### src/e3dm_defines.svh
// Register indices, field positions, reset values and counts
// Included by every design file of the E3 defect monitor except the package
`ifndef E3DM_DEFINES_SVH
`define E3DM_DEFINES_SVH

// ==========================================================
// Register indices, byte address is four times the index
`define E3DM_IDX_OPMODE     16'h1100
`define E3DM_IDX_DEFECT     16'h1111
`define E3DM_IDX_ISTAT      16'h1114
`define E3DM_IDX_MASK       16'h1115

// ==========================================================
// Reset values
`define E3DM_RST_OPMODE     8'h0b
`define E3DM_RST_LOF_ALGO   1'h0
`define E3DM_RST_ISTAT      7'h00
`define E3DM_RST_MASK       7'h7f

// ==========================================================
// Field positions
`define E3DM_OP_OWN_LOS     5
`define E3DM_OP_DS3         6
`define E3DM_DS_LOF_ALGO    7
`define E3DM_DS_LOS         4
`define E3DM_DS_AIS         3
`define E3DM_IS_AIS         0
`define E3DM_IS_LOS         1

// ==========================================================
// Counts in line bits and zeros, and the word transfer size
`define E3DM_LOS_RUN        32
`define E3DM_LOS_CLEAN_RUN  4
`define E3DM_AIS_MAX_ZEROS  7
`define E3DM_HSIZE_WORD     3'h2

`endif

### src/e3dm_pkg.sv
// Types shared by the E3 defect monitor
// Assumes nothing beyond a SystemVerilog compiler
package e3dm_pkg;

    // ======================================================
    // Carriers
    typedef struct packed {
        logic bit_val;
        logic bit_en;
        logic frame_start;
        logic liu_los;
    } e3dm_line_t;

    typedef struct packed {
        logic lof;
        logic oof;
        logic payload_label_unstable;
        logic trail_trace_mismatch_flag;
        logic ferf;
    } e3dm_ext_def_t;

    typedef struct packed {
        logic msg_chg;
        logic oos_chg;
        logic frame_alignment_change;
        logic oof_chg;
        logic lof_chg;
    } e3dm_ext_evt_t;

    // ======================================================
    // States and selects
    typedef enum logic [1:0] {BUS_IDLE, BUS_WR, BUS_RD, BUS_RDONE}
        e3dm_bus_st_t;
    typedef enum logic [2:0] {SEL_NONE, SEL_OPMODE, SEL_DEFECT,
                              SEL_ISTAT, SEL_MASK} e3dm_sel_t;

endpackage

### src/e3dm_los_det.sv
// Loss-of-signal detector on the received E3 bit stream
// Assumes one bit enable pulse per received bit on hclk
`include "e3dm_defines.svh"
`timescale 1ns/10ps
`default_nettype none
module e3dm_los_det import e3dm_pkg::*; #(
    parameter int RUN_LEN   = `E3DM_LOS_RUN,
    parameter int CLEAN_RUN = `E3DM_LOS_CLEAN_RUN
) (
    input  wire logic       hclk,
    input  wire logic       hresetn,
    input  wire e3dm_line_t line_i,
    input  wire logic       own_on,
    output logic            los_defect
);
    localparam int CW = $clog2(RUN_LEN + 1);
    localparam logic [CW-1:0] RUN_MAX = CW'(RUN_LEN);
    localparam logic [CW-1:0] CLN_LIM = CW'(CLEAN_RUN - 1);

    logic [CW-1:0] zrun_r;
    logic [CW-1:0] zrun_nxt;
    logic [CW-1:0] clean_r;
    logic [CW-1:0] clean_nxt;
    logic          own_los_r;
    logic          own_los_nxt;

    // ======================================================
    // Zero run and clean window counters
    always_comb begin
        zrun_nxt  = zrun_r;
        clean_nxt = clean_r;
        if (line_i.bit_en) begin
            if (line_i.bit_val)
                zrun_nxt = '0;
            else if (zrun_r != RUN_MAX)
                zrun_nxt = zrun_r + 1'b1;
            if (!line_i.bit_val && zrun_r >= CLN_LIM)
                clean_nxt = '0;
            else if (clean_r != RUN_MAX)
                clean_nxt = clean_r + 1'b1;
        end
        own_los_nxt = own_los_r;
        if (!own_on)
            own_los_nxt = 1'b0;
        else if (zrun_nxt == RUN_MAX)
            own_los_nxt = 1'b1;
        else if (own_los_r && clean_nxt == RUN_MAX)
            own_los_nxt = 1'b0;
    end

    always_ff @(posedge hclk or negedge hresetn) begin
        if (!hresetn) begin
            zrun_r    <= '0;
            clean_r   <= '0;
            own_los_r <= 1'b0;
        end else begin
            zrun_r    <= zrun_nxt;
            clean_r   <= clean_nxt;
            own_los_r <= own_los_nxt;
        end
    end

    // Line unit loss forces the defect, clearance needs both
    always_ff @(posedge hclk or negedge hresetn) begin
        if (!hresetn)
            los_defect <= 1'b0;
        else
            los_defect <= own_los_nxt | line_i.liu_los;
    end

    // ======================================================
    // Checks
    los_declare_a: assert property (@(posedge hclk) disable iff (!hresetn)
        own_on && line_i.bit_en && !line_i.bit_val
        && zrun_r == RUN_MAX - 1'b1 |=> own_los_r && los_defect)
        else $error("zero run did not declare loss of signal");
    liu_los_a: assert property (@(posedge hclk) disable iff (!hresetn)
        line_i.liu_los |=> los_defect)
        else $error("line unit loss not reflected");
    own_off_a: assert property (@(posedge hclk) disable iff (!hresetn)
        !own_on |=> !own_los_r)
        else $error("own detector active while disabled");
    los_clear_a: assert property (@(posedge hclk) disable iff (!hresetn)
        $fell(own_los_r) && own_on |-> clean_r == RUN_MAX)
        else $error("loss cleared without a clean window");
endmodule
`default_nettype wire

### src/e3dm_ais_det.sv
// Alarm indication detector, zeros counted over frame periods
// Assumes frame_start marks the first bit of each E3 frame
`include "e3dm_defines.svh"
`timescale 1ns/10ps
`default_nettype none
module e3dm_ais_det import e3dm_pkg::*; #(
    parameter int MAX_ZEROS = `E3DM_AIS_MAX_ZEROS
) (
    input  wire logic       hclk,
    input  wire logic       hresetn,
    input  wire e3dm_line_t line_i,
    input  wire logic       e3_mode,
    output logic            ais_defect
);
    localparam logic [3:0] SAT = 4'(MAX_ZEROS + 1);
    localparam logic [4:0] LIM = 5'(MAX_ZEROS);

    logic [3:0] cur_r;
    logic [3:0] prev_r;
    logic [4:0] pair_sum;
    logic       zero_in;

    assign zero_in  = line_i.bit_en && !line_i.bit_val;
    assign pair_sum = {1'b0, cur_r} + {1'b0, prev_r};

    // ======================================================
    // Saturating zero count per frame
    always_ff @(posedge hclk or negedge hresetn) begin
        if (!hresetn) begin
            cur_r  <= '0;
            prev_r <= SAT;
        end else if (line_i.frame_start) begin
            prev_r <= cur_r;
            cur_r  <= zero_in ? 4'h1 : 4'h0;
        end else if (zero_in && cur_r != SAT) begin
            cur_r  <= cur_r + 4'h1;
        end
    end

    // Declare on few zeros over two frames, clear on two busy frames
    always_ff @(posedge hclk or negedge hresetn) begin
        if (!hresetn)
            ais_defect <= 1'b0;
        else if (!e3_mode)
            ais_defect <= 1'b0;
        else if (line_i.frame_start) begin
            if (pair_sum <= LIM)
                ais_defect <= 1'b1;
            else if (cur_r == SAT && prev_r == SAT)
                ais_defect <= 1'b0;
        end
    end

    // ======================================================
    // Checks
    ais_declare_a: assert property (@(posedge hclk) disable iff (!hresetn)
        e3_mode && line_i.frame_start && pair_sum <= LIM |=> ais_defect)
        else $error("few zeros did not declare alarm indication");
    ais_clear_a: assert property (@(posedge hclk) disable iff (!hresetn)
        $fell(ais_defect) && $past(e3_mode) |->
        $past(cur_r) == SAT && $past(prev_r) == SAT)
        else $error("alarm cleared without two busy frames");
endmodule
`default_nettype wire

### src/e3dm_top.sv
// E3 receive LOS and AIS defect monitor with AHB-Lite registers
// Assumes one clock, line inputs synchronous to hclk
//
// Contract
// - LOS change sets flag bit 1, interrupt
// - Own detector off: LOS from line unit only
// - Own detector enable in operating mode register
// - AIS on seven or fewer zeros, two frames, with operating mode bit 6 low
// - AIS declared shows at defect status bit 3
// - AIS change sets flag bit 0, interrupt
// - Interrupt status bit 7 zero, others clear-on-read
// - Defect status bit 7 writable, rest read-only
// - LOS on 32 zeros or line unit
// - LOS clears after clean window and line clear
// - AIS clears after two frames of eight zeros
`include "e3dm_defines.svh"
`timescale 1ns/10ps
`default_nettype none
module e3dm_top import e3dm_pkg::*; #(
    parameter int LOS_RUN   = `E3DM_LOS_RUN,
    parameter int AIS_ZEROS = `E3DM_AIS_MAX_ZEROS
) (
    input  wire logic          hclk,
    input  wire logic          hresetn,
    input  wire logic          hsel,
    input  wire logic [31:0]   haddr,
    input  wire logic [1:0]    htrans,
    input  wire logic          hwrite,
    input  wire logic [2:0]    hsize,
    input  wire logic [31:0]   hwdata,
    input  wire logic          hready,
    output logic [31:0]        hrdata,
    output logic               hreadyout,
    output logic               hresp,
    input  wire e3dm_line_t    line_i,
    input  wire e3dm_ext_def_t ext_def,
    input  wire e3dm_ext_evt_t ext_evt,
    output logic [7:0]         op_mode,
    output logic               lof_algo_sel,
    output logic               los_defect,
    output logic               ais_defect,
    output logic               int_n
);
    // ======================================================
    // Declarations
    e3dm_bus_st_t bus_st_r;
    e3dm_sel_t    sel_r;
    logic         size_ok_r;
    logic [31:0]  hrdata_r;
    logic [7:0]   opmode_r;
    logic         lof_algo_r;
    logic [6:0]   istat_r;
    logic [6:0]   istat_nxt;
    logic [6:0]   mask_r;
    logic [6:0]   mask_nxt;
    logic         int_n_r;
    logic         los_d_r;
    logic         ais_d_r;
    logic         addr_take;
    logic         wr_ok;
    logic         rd_now;
    logic [6:0]   set_v;
    logic [6:0]   clr_v;
    logic [7:0]   rd_val;
    logic [7:0]   defect_val;

    // ======================================================
    // Address decode
    function automatic e3dm_sel_t reg_sel(input logic [31:0] a);
        logic [15:0] idx;
        idx = a[17:2];
        if (a[31:18] != '0 || a[1:0] != 2'h0)
            return SEL_NONE;
        unique case (idx)
            `E3DM_IDX_OPMODE: return SEL_OPMODE;
            `E3DM_IDX_DEFECT: return SEL_DEFECT;
            `E3DM_IDX_ISTAT:  return SEL_ISTAT;
            `E3DM_IDX_MASK:   return SEL_MASK;
            default:          return SEL_NONE;
        endcase
    endfunction

    assign addr_take = hsel && htrans[1] && hready;
    assign wr_ok     = bus_st_r == BUS_WR && size_ok_r;
    assign rd_now    = bus_st_r == BUS_RD;

    // ======================================================
    // Bus phase tracking
    always_ff @(posedge hclk or negedge hresetn) begin
        if (!hresetn) begin
            bus_st_r  <= BUS_IDLE;
            sel_r     <= SEL_NONE;
            size_ok_r <= 1'b0;
        end else if (rd_now) begin
            bus_st_r  <= BUS_RDONE;
        end else if (addr_take) begin
            bus_st_r  <= hwrite ? BUS_WR : BUS_RD;
            sel_r     <= reg_sel(haddr);
            size_ok_r <= hsize == `E3DM_HSIZE_WORD;
        end else begin
            bus_st_r  <= BUS_IDLE;
        end
    end

    // One wait state on reads so a write just ahead is seen
    assign hreadyout = bus_st_r != BUS_RD;
    assign hresp     = 1'b0;

    // ======================================================
    // Read data
    assign defect_val = {lof_algo_r,
                         ext_def.lof,
                         ext_def.oof,
                         los_defect,
                         ais_defect,
                         ext_def.payload_label_unstable,
                         ext_def.trail_trace_mismatch_flag,
                         ext_def.ferf};

    always_comb begin
        rd_val = 8'h00;
        unique case (sel_r)
            SEL_NONE:   rd_val = 8'h00;
            SEL_OPMODE: rd_val = opmode_r;
            SEL_DEFECT: rd_val = defect_val;
            SEL_ISTAT:  rd_val = {1'b0, istat_r};
            SEL_MASK:   rd_val = {1'b0, mask_r};
        endcase
    end

    always_ff @(posedge hclk or negedge hresetn) begin
        if (!hresetn)
            hrdata_r <= 32'h0000_0000;
        else if (rd_now)
            hrdata_r <= {24'h00_0000, rd_val};
    end

    assign hrdata = hrdata_r;

    // ======================================================
    // Operating mode and defect status control
    always_ff @(posedge hclk or negedge hresetn) begin
        if (!hresetn)
            opmode_r <= `E3DM_RST_OPMODE;
        else if (wr_ok && sel_r == SEL_OPMODE)
            opmode_r <= hwdata[7:0];
    end

    always_ff @(posedge hclk or negedge hresetn) begin
        if (!hresetn)
            lof_algo_r <= `E3DM_RST_LOF_ALGO;
        else if (wr_ok && sel_r == SEL_DEFECT)
            lof_algo_r <= hwdata[`E3DM_DS_LOF_ALGO];
    end

    assign op_mode      = opmode_r;
    assign lof_algo_sel = lof_algo_r;

    // ======================================================
    // Defect detectors
    e3dm_los_det #(
        .RUN_LEN   (LOS_RUN),
        .CLEAN_RUN (`E3DM_LOS_CLEAN_RUN)
    ) u_los (
        .hclk       (hclk),
        .hresetn    (hresetn),
        .line_i     (line_i),
        .own_on     (opmode_r[`E3DM_OP_OWN_LOS]),
        .los_defect (los_defect)
    );

    e3dm_ais_det #(
        .MAX_ZEROS (AIS_ZEROS)
    ) u_ais (
        .hclk       (hclk),
        .hresetn    (hresetn),
        .line_i     (line_i),
        .e3_mode    (!opmode_r[`E3DM_OP_DS3]),
        .ais_defect (ais_defect)
    );

    always_ff @(posedge hclk or negedge hresetn) begin
        if (!hresetn) begin
            los_d_r <= 1'b0;
            ais_d_r <= 1'b0;
        end else begin
            los_d_r <= los_defect;
            ais_d_r <= ais_defect;
        end
    end

    // ======================================================
    // Change flags, set wins over clear
    assign set_v = {ext_evt,
                    los_defect != los_d_r,
                    ais_defect != ais_d_r};

    always_comb begin
        clr_v = 7'h00;
        if (rd_now && sel_r == SEL_ISTAT)
            clr_v = 7'h7f;
        else if (wr_ok && sel_r == SEL_ISTAT)
            clr_v = hwdata[6:0];
        istat_nxt = (istat_r & ~clr_v) | set_v;
    end

    always_ff @(posedge hclk or negedge hresetn) begin
        if (!hresetn)
            istat_r <= `E3DM_RST_ISTAT;
        else
            istat_r <= istat_nxt;
    end

    // ======================================================
    // Interrupt mask and output
    always_comb begin
        mask_nxt = mask_r;
        if (wr_ok && sel_r == SEL_MASK)
            mask_nxt = hwdata[6:0];
    end

    always_ff @(posedge hclk or negedge hresetn) begin
        if (!hresetn)
            mask_r <= `E3DM_RST_MASK;
        else
            mask_r <= mask_nxt;
    end

    always_ff @(posedge hclk or negedge hresetn) begin
        if (!hresetn)
            int_n_r <= 1'b1;
        else
            int_n_r <= ~|(istat_nxt & mask_nxt);
    end

    assign int_n = int_n_r;

    // ======================================================
    // Checks
    los_flag_a: assert property (@(posedge hclk) disable iff (!hresetn)
        los_defect != los_d_r |=> istat_r[`E3DM_IS_LOS]
        && (int_n == !(|(istat_r & mask_r))))
        else $error("loss change did not set its flag");

    los_irq_a: assert property (@(posedge hclk) disable iff (!hresetn)
        $changed(los_defect) && mask_r[`E3DM_IS_LOS]
        && mask_nxt[`E3DM_IS_LOS] |=> ##1 !int_n)
        else $error("loss change did not pull interrupt low");

    ais_flag_a: assert property (@(posedge hclk) disable iff (!hresetn)
        ais_defect != ais_d_r |=> istat_r[`E3DM_IS_AIS])
        else $error("alarm change did not set its flag");

    ais_status_a: assert property (@(posedge hclk) disable iff (!hresetn)
        rd_now && sel_r == SEL_DEFECT |=>
        hrdata[`E3DM_DS_AIS] == $past(ais_defect)
        && hrdata[`E3DM_DS_LOS] == $past(los_defect))
        else $error("defect status read does not match");

    istat_top_a: assert property (@(posedge hclk) disable iff (!hresetn)
        rd_now && sel_r == SEL_ISTAT |=> hrdata[31:7] == '0
        && hrdata[6:0] == $past(istat_r))
        else $error("interrupt status read wrong");

    read_clear_a: assert property (@(posedge hclk) disable iff (!hresetn)
        rd_now && sel_r == SEL_ISTAT && set_v == '0 |=> istat_r == '0)
        else $error("interrupt status not cleared by read");

    lof_algo_a: assert property (@(posedge hclk) disable iff (!hresetn)
        wr_ok && sel_r == SEL_DEFECT |=>
        lof_algo_sel == $past(hwdata[`E3DM_DS_LOF_ALGO]))
        else $error("algorithm select not written");

    own_bit_a: assert property (@(posedge hclk) disable iff (!hresetn)
        wr_ok && sel_r == SEL_OPMODE |=>
        op_mode[`E3DM_OP_OWN_LOS] == $past(hwdata[`E3DM_OP_OWN_LOS]))
        else $error("own detector enable not written");

    irq_hold_a: assert property (@(posedge hclk) disable iff (!hresetn)
        !int_n && clr_v == '0 && mask_nxt == mask_r |=> !int_n)
        else $error("interrupt released with flags set");

    read_wait_a: assert property (@(posedge hclk) disable iff (!hresetn)
        addr_take && !hwrite |=> !hreadyout ##1 hreadyout)
        else $error("read wait state wrong");

    los_seen_c: cover property (@(posedge hclk) disable iff (!hresetn)
        $rose(los_defect));
    ais_seen_c: cover property (@(posedge hclk) disable iff (!hresetn)
        $rose(ais_defect));
    clear_read_c: cover property (@(posedge hclk) disable iff (!hresetn)
        rd_now && sel_r == SEL_ISTAT && istat_r != '0);
    irq_release_c: cover property (@(posedge hclk) disable iff (!hresetn)
        $rose(int_n));
endmodule
`default_nettype wire

### config.mk
export PLATFORM = sky130hd
export DESIGN_NAME = e3dm_top
export DESIGN_NICKNAME = d
export VERILOG_FILES = /design/src/e3dm_pkg.sv /design/src/e3dm_los_det.sv /design/src/e3dm_ais_det.sv /design/src/e3dm_top.sv
export VERILOG_INCLUDE_DIRS = /design/src
export SDC_FILE = /design/constraint.sdc
export NUM_CORES = 1
export LEC_CHECK = 0
export ABC_CLOCK_PERIOD_IN_PS = 2700
export BUFFER_PORTS_ARGS = -buffer_cell sky130_fd_sc_hd__buf_2
export CAP_MARGIN = 20
export CORE_MARGIN = 2
export CORE_UTILIZATION = 30
export DETAILED_ROUTE_END_ITERATION = 10
export PLACE_DENSITY = 0.51
export SYNTH_ARGS = -nofsm -noshare
export SYNTH_HDL_FRONTEND = slang
export SYNTH_SLANG_ARGS = --single-unit
### constraint.sdc
create_clock -name hclk -period 2.7 [get_ports hclk]
set_clock_uncertainty 0.15 [all_clocks]
set_input_delay 0.27 -clock hclk [delete_from_list [all_inputs] [get_ports hclk]]
set_output_delay 0.27 -clock hclk [all_outputs]
set_load 0.03 [all_outputs]
==> flow_summary_export.csv <==
group,metric,value,unit
run_status,status,"complete, no violations",
setup_path,path_cells,"and3_1 -> nand2_1 -> a31o_1 -> a222oi_1 -> and4_1",
setup_path,required,2810,ps
sta,hold_viol_final,0,
finish,final_nets,526,
detailed_routing,via_per_inst,4.76,
yosys,synth_cells,339,
yosys,synth_top_family_by_area,"simple AND/OR/NAND/NOR gates",
yosys,ys_seq_area_frac,0.458,
floorplanning,row_count,39,
setup_path,critPathArrivalTime,2360,ps
yosys,synth_compound_area_frac,0.149,
sta,max_clock_freq,0.445,GHz
sta,hold_ws,14.9,ps
setup_path,critical_path.max_fanout,17,
yosys,synthMuxAreaShare,0.0911,
placement,gp_congestion,0.750,
grt,grt_pass1_vias,2720,
grt,grt_overflow,0,
clock_network,cts_tree,"built",
sta,slew_headroom,0.619,
power,pwr-share-clk,0.455,
power,power_density,644,nW/um^2
clock_network,h-tree-depth,3,
sta,finalMaxSlewViolations,0,
sta,rsz0062_at_grt,"no",
clock_network,clkSlewWorstSetupHoldPaths,50,ps
power,p_switching,0.000739,W
setup_path,critical_path_class,"flip-flop to flip-flop",
sta,finalSetupViolations,0,
finish,drive_gt1_frac,0.333,
floorplanning,core_area,11400,sq um
power,p_int,0.00203,W
yosys,synthSimpleGateAreaFrac,0.151,
clock_network,clk_latency,320,ps
clock_network,cts.path.max_buffers,2,
setup_path,startpoint_type,"flip-flop",
worst_hold_path,hp-class,"input pin to flip-flop",
yosys,synth_cell_type_count,52,
floorplanning,start_util,0.306,
yosys,synthAdderAreaFrac,0.0418,
grt,grt_max_degree,27,
clock_network,cts_hold_buf,1,
setup_path,max_stage_delay,700,ps
finish,antenna-diode-count,0,
job,maxCapViolCount,0,
clock_network,clock-sinks,63,
sta,post-route-period-util,0.832,
sta,worst_pin_slew,571,ps
detailed_routing,post-route-drc-count,0,
yosys,synth_edf_count,0,
power,share_comb_of_total_power,0.144,
yosys,async_reset_ff_frac,1.00,
floorplanning,dieArea,12500,sq um
yosys,netlist_area,3480,sq um
yosys,syn_area_per_cell,10.3,sq um
sta,tns,0,ps
floorplanning,die_y,112,um
detailed_routing,wl_per_cell,14.0,um
grt,antenna_found_initial,0,
power,total_leakage_power,1.97,nW
detailed_routing,num_vias,2736,
grt,grt_pass1_wl,13300,um
grt,grt.total_usage,0.131,
placement,numPortBuffers,83,
detailed_routing,first_pass_iters,5,
clock_network,cts_setup_buffers,0,
power,vdd_drop_max,0.358,mV
yosys,ys.flop_type,"dfrtp_1",
detailed_routing,drt_wl_total,8050,um
power,power_switching_share,0.267,
clock_network,numCtsBuffers,9,
finish,synthToLayoutAreaGrowth,23.7,%
floorplanning,die_w,112,um
detailed_routing,drtIter0Drc,168,
yosys,ys_ff_latch,63,
clock_network,root_buffer,"clkbuf_16",
yosys,synth-xor-area-share,0.0252,
sta,fin_crit,2250,ps
clock_network,cts.repair.resized,0,
power,seqPwrFrac,0.401,
setup_path,crit_slowest_cell,"dfrtp_1",
detailed_routing,ant_nets,0,
yosys,yosysWarnings,0,
setup_path,end_kind,"flip-flop",
floorplanning,io_pins,134,
placement,dpl.hpwl,6190,um
[final timing paths]
path / slack [ps] / end / cells after the start / startpoint
worst min-delay path: 10 / istat_r[4]$_DFF_PN0_ / 2 / ext_evt[2]
min in group asynchronous: 330 / istat_r[2]$_DFF_PN0_ / 2 / hresetn
worst max register to register: 450 / int_n$_DFF_PN1_ / 5 / sel_r[0]$_DFFE_PN0P_
worst min register to register: 300 / los_d_r$_DFF_PN0_ / 0 / u_los.los_defect$_DFF_PN0_
worst max-delay path: 450 / int_n$_DFF_PN1_ / 5 / sel_r[0]$_DFFE_PN0P_
max in group asynchronous: 1320 / mask_r[4]$_DFF_PN1_ / 3 / hresetn
[cells in the final DEF (no fill, tap or decap), types with 9 or more instances in the layout]
cell type  netlist  routed
a22o_1          10      10
buf_2            1      83
clkbuf_16        0       9
conb_1           1      25
dfrtp_1         51      51
dfstp_2         12      12
ha_1            10      10
inv_1           12      12
mux2_2          17      17
nand2_1         33      33
nor2_1          22      22
o21ai_0         15      15
xor2_1           9       9
[cell usage after synthesis (8+ instances only)]
master	instances	area, sq um
a22o_1	10	87.6
xor2_1	9	78.8
o21ai_0	15	75.1
dfstp_2	12	315
inv_1	12	45.0
nand3_1	8	40.0
mux2_2	17	191
nand2_1	33	124
buf_4	28	210
a22oi_1	8	60.1
dfrtp_1	51	1280
ha_1	10	125
mux2i_1	8	80.1
nor2_1	22	82.6
[sequential cells by signal, summed over array words and instances, names as in the netlist, 2 cells and up]
signal,count
bus_st_r,2
u_los.zrun_r,6
hrdata,8
istat_r,7
u_ais.prev_r,4
mask_r,7
op_mode,8
u_los.clean_r,6
u_ais.cur_r,4
sel_r,3
[cell type report]
class | count | area [sq um]
Clock buffer | 11 | 253
Clock inverter | 5 | 80.1
Fill cell | 1143 | 7070
Inverter | 12 | 45.0
Multi-Input combinational cell | 252 | 1690
Sequential cell | 63 | 1590
Tap cell | 143 | 179
Timing Repair Buffer | 89 | 463
[through the flow]
step | total power [W] | cell area [sq um] | worst slack, ps | util | instances
2_1_floorplan | 0.00139 | 3570 | 802 | - | 363
3_3_place_gp | 0.00151 | 3960 | 472 | 0.348 | 558
3_5_place_dp | 0.00152 | 3960 | 456 | 0.348 | 558
4_1_cts | 0.00281 | 4300 | 434 | 0.378 | 575
5_1_grt | 0.00291 | 4300 | 298 | 0.378 | 575
6_report | 0.00277 | 4300 | 454 | 0.378 | 575
[cells by family (layout without fill, tap and decap cells)]
logic type | after synthesis | in the layout
simple gates | 103 | 103
mux | 29 | 29
flops | 63 | 63
compound gates | 74 | 74
fa+ha+maj | 11 | 11
buf+inv | 48 | 117
other cells | 1 | 25
xor+xnor | 10 | 10
[routing by layer]
layer / global-route usage / share of wire
met4: 0.0510 / 0.017
met2: 0.219 / 0.49
met3: 0.0245 / 0.039
met1: 0.168 / 0.45
met5: 0 / 0
[critical path: cells and delay by family (launching register included)]
| family | cells | cell delay (ps) |
|---|---|---|
| simple gates | 3 | 810 |
| flops | 1 | 700 |
| compound gates | 2 | 530 |
[power groups by stage]
stage | Combinational (W) | Clock, W | Sequential, W
final | 0.000398 | 0.00126 | 0.00111
after global placement | 0.000393 | 0 | 0.00112
after floorplan | 0.000283 | 0 | 0.00111
after detailed placement | 0.000403 | 0 | 0.00112
after CTS | 0.000406 | 0.00129 | 0.00111
after global routing | 0.000451 | 0.00134 | 0.00112
Power figures use the tool's default switching activity.
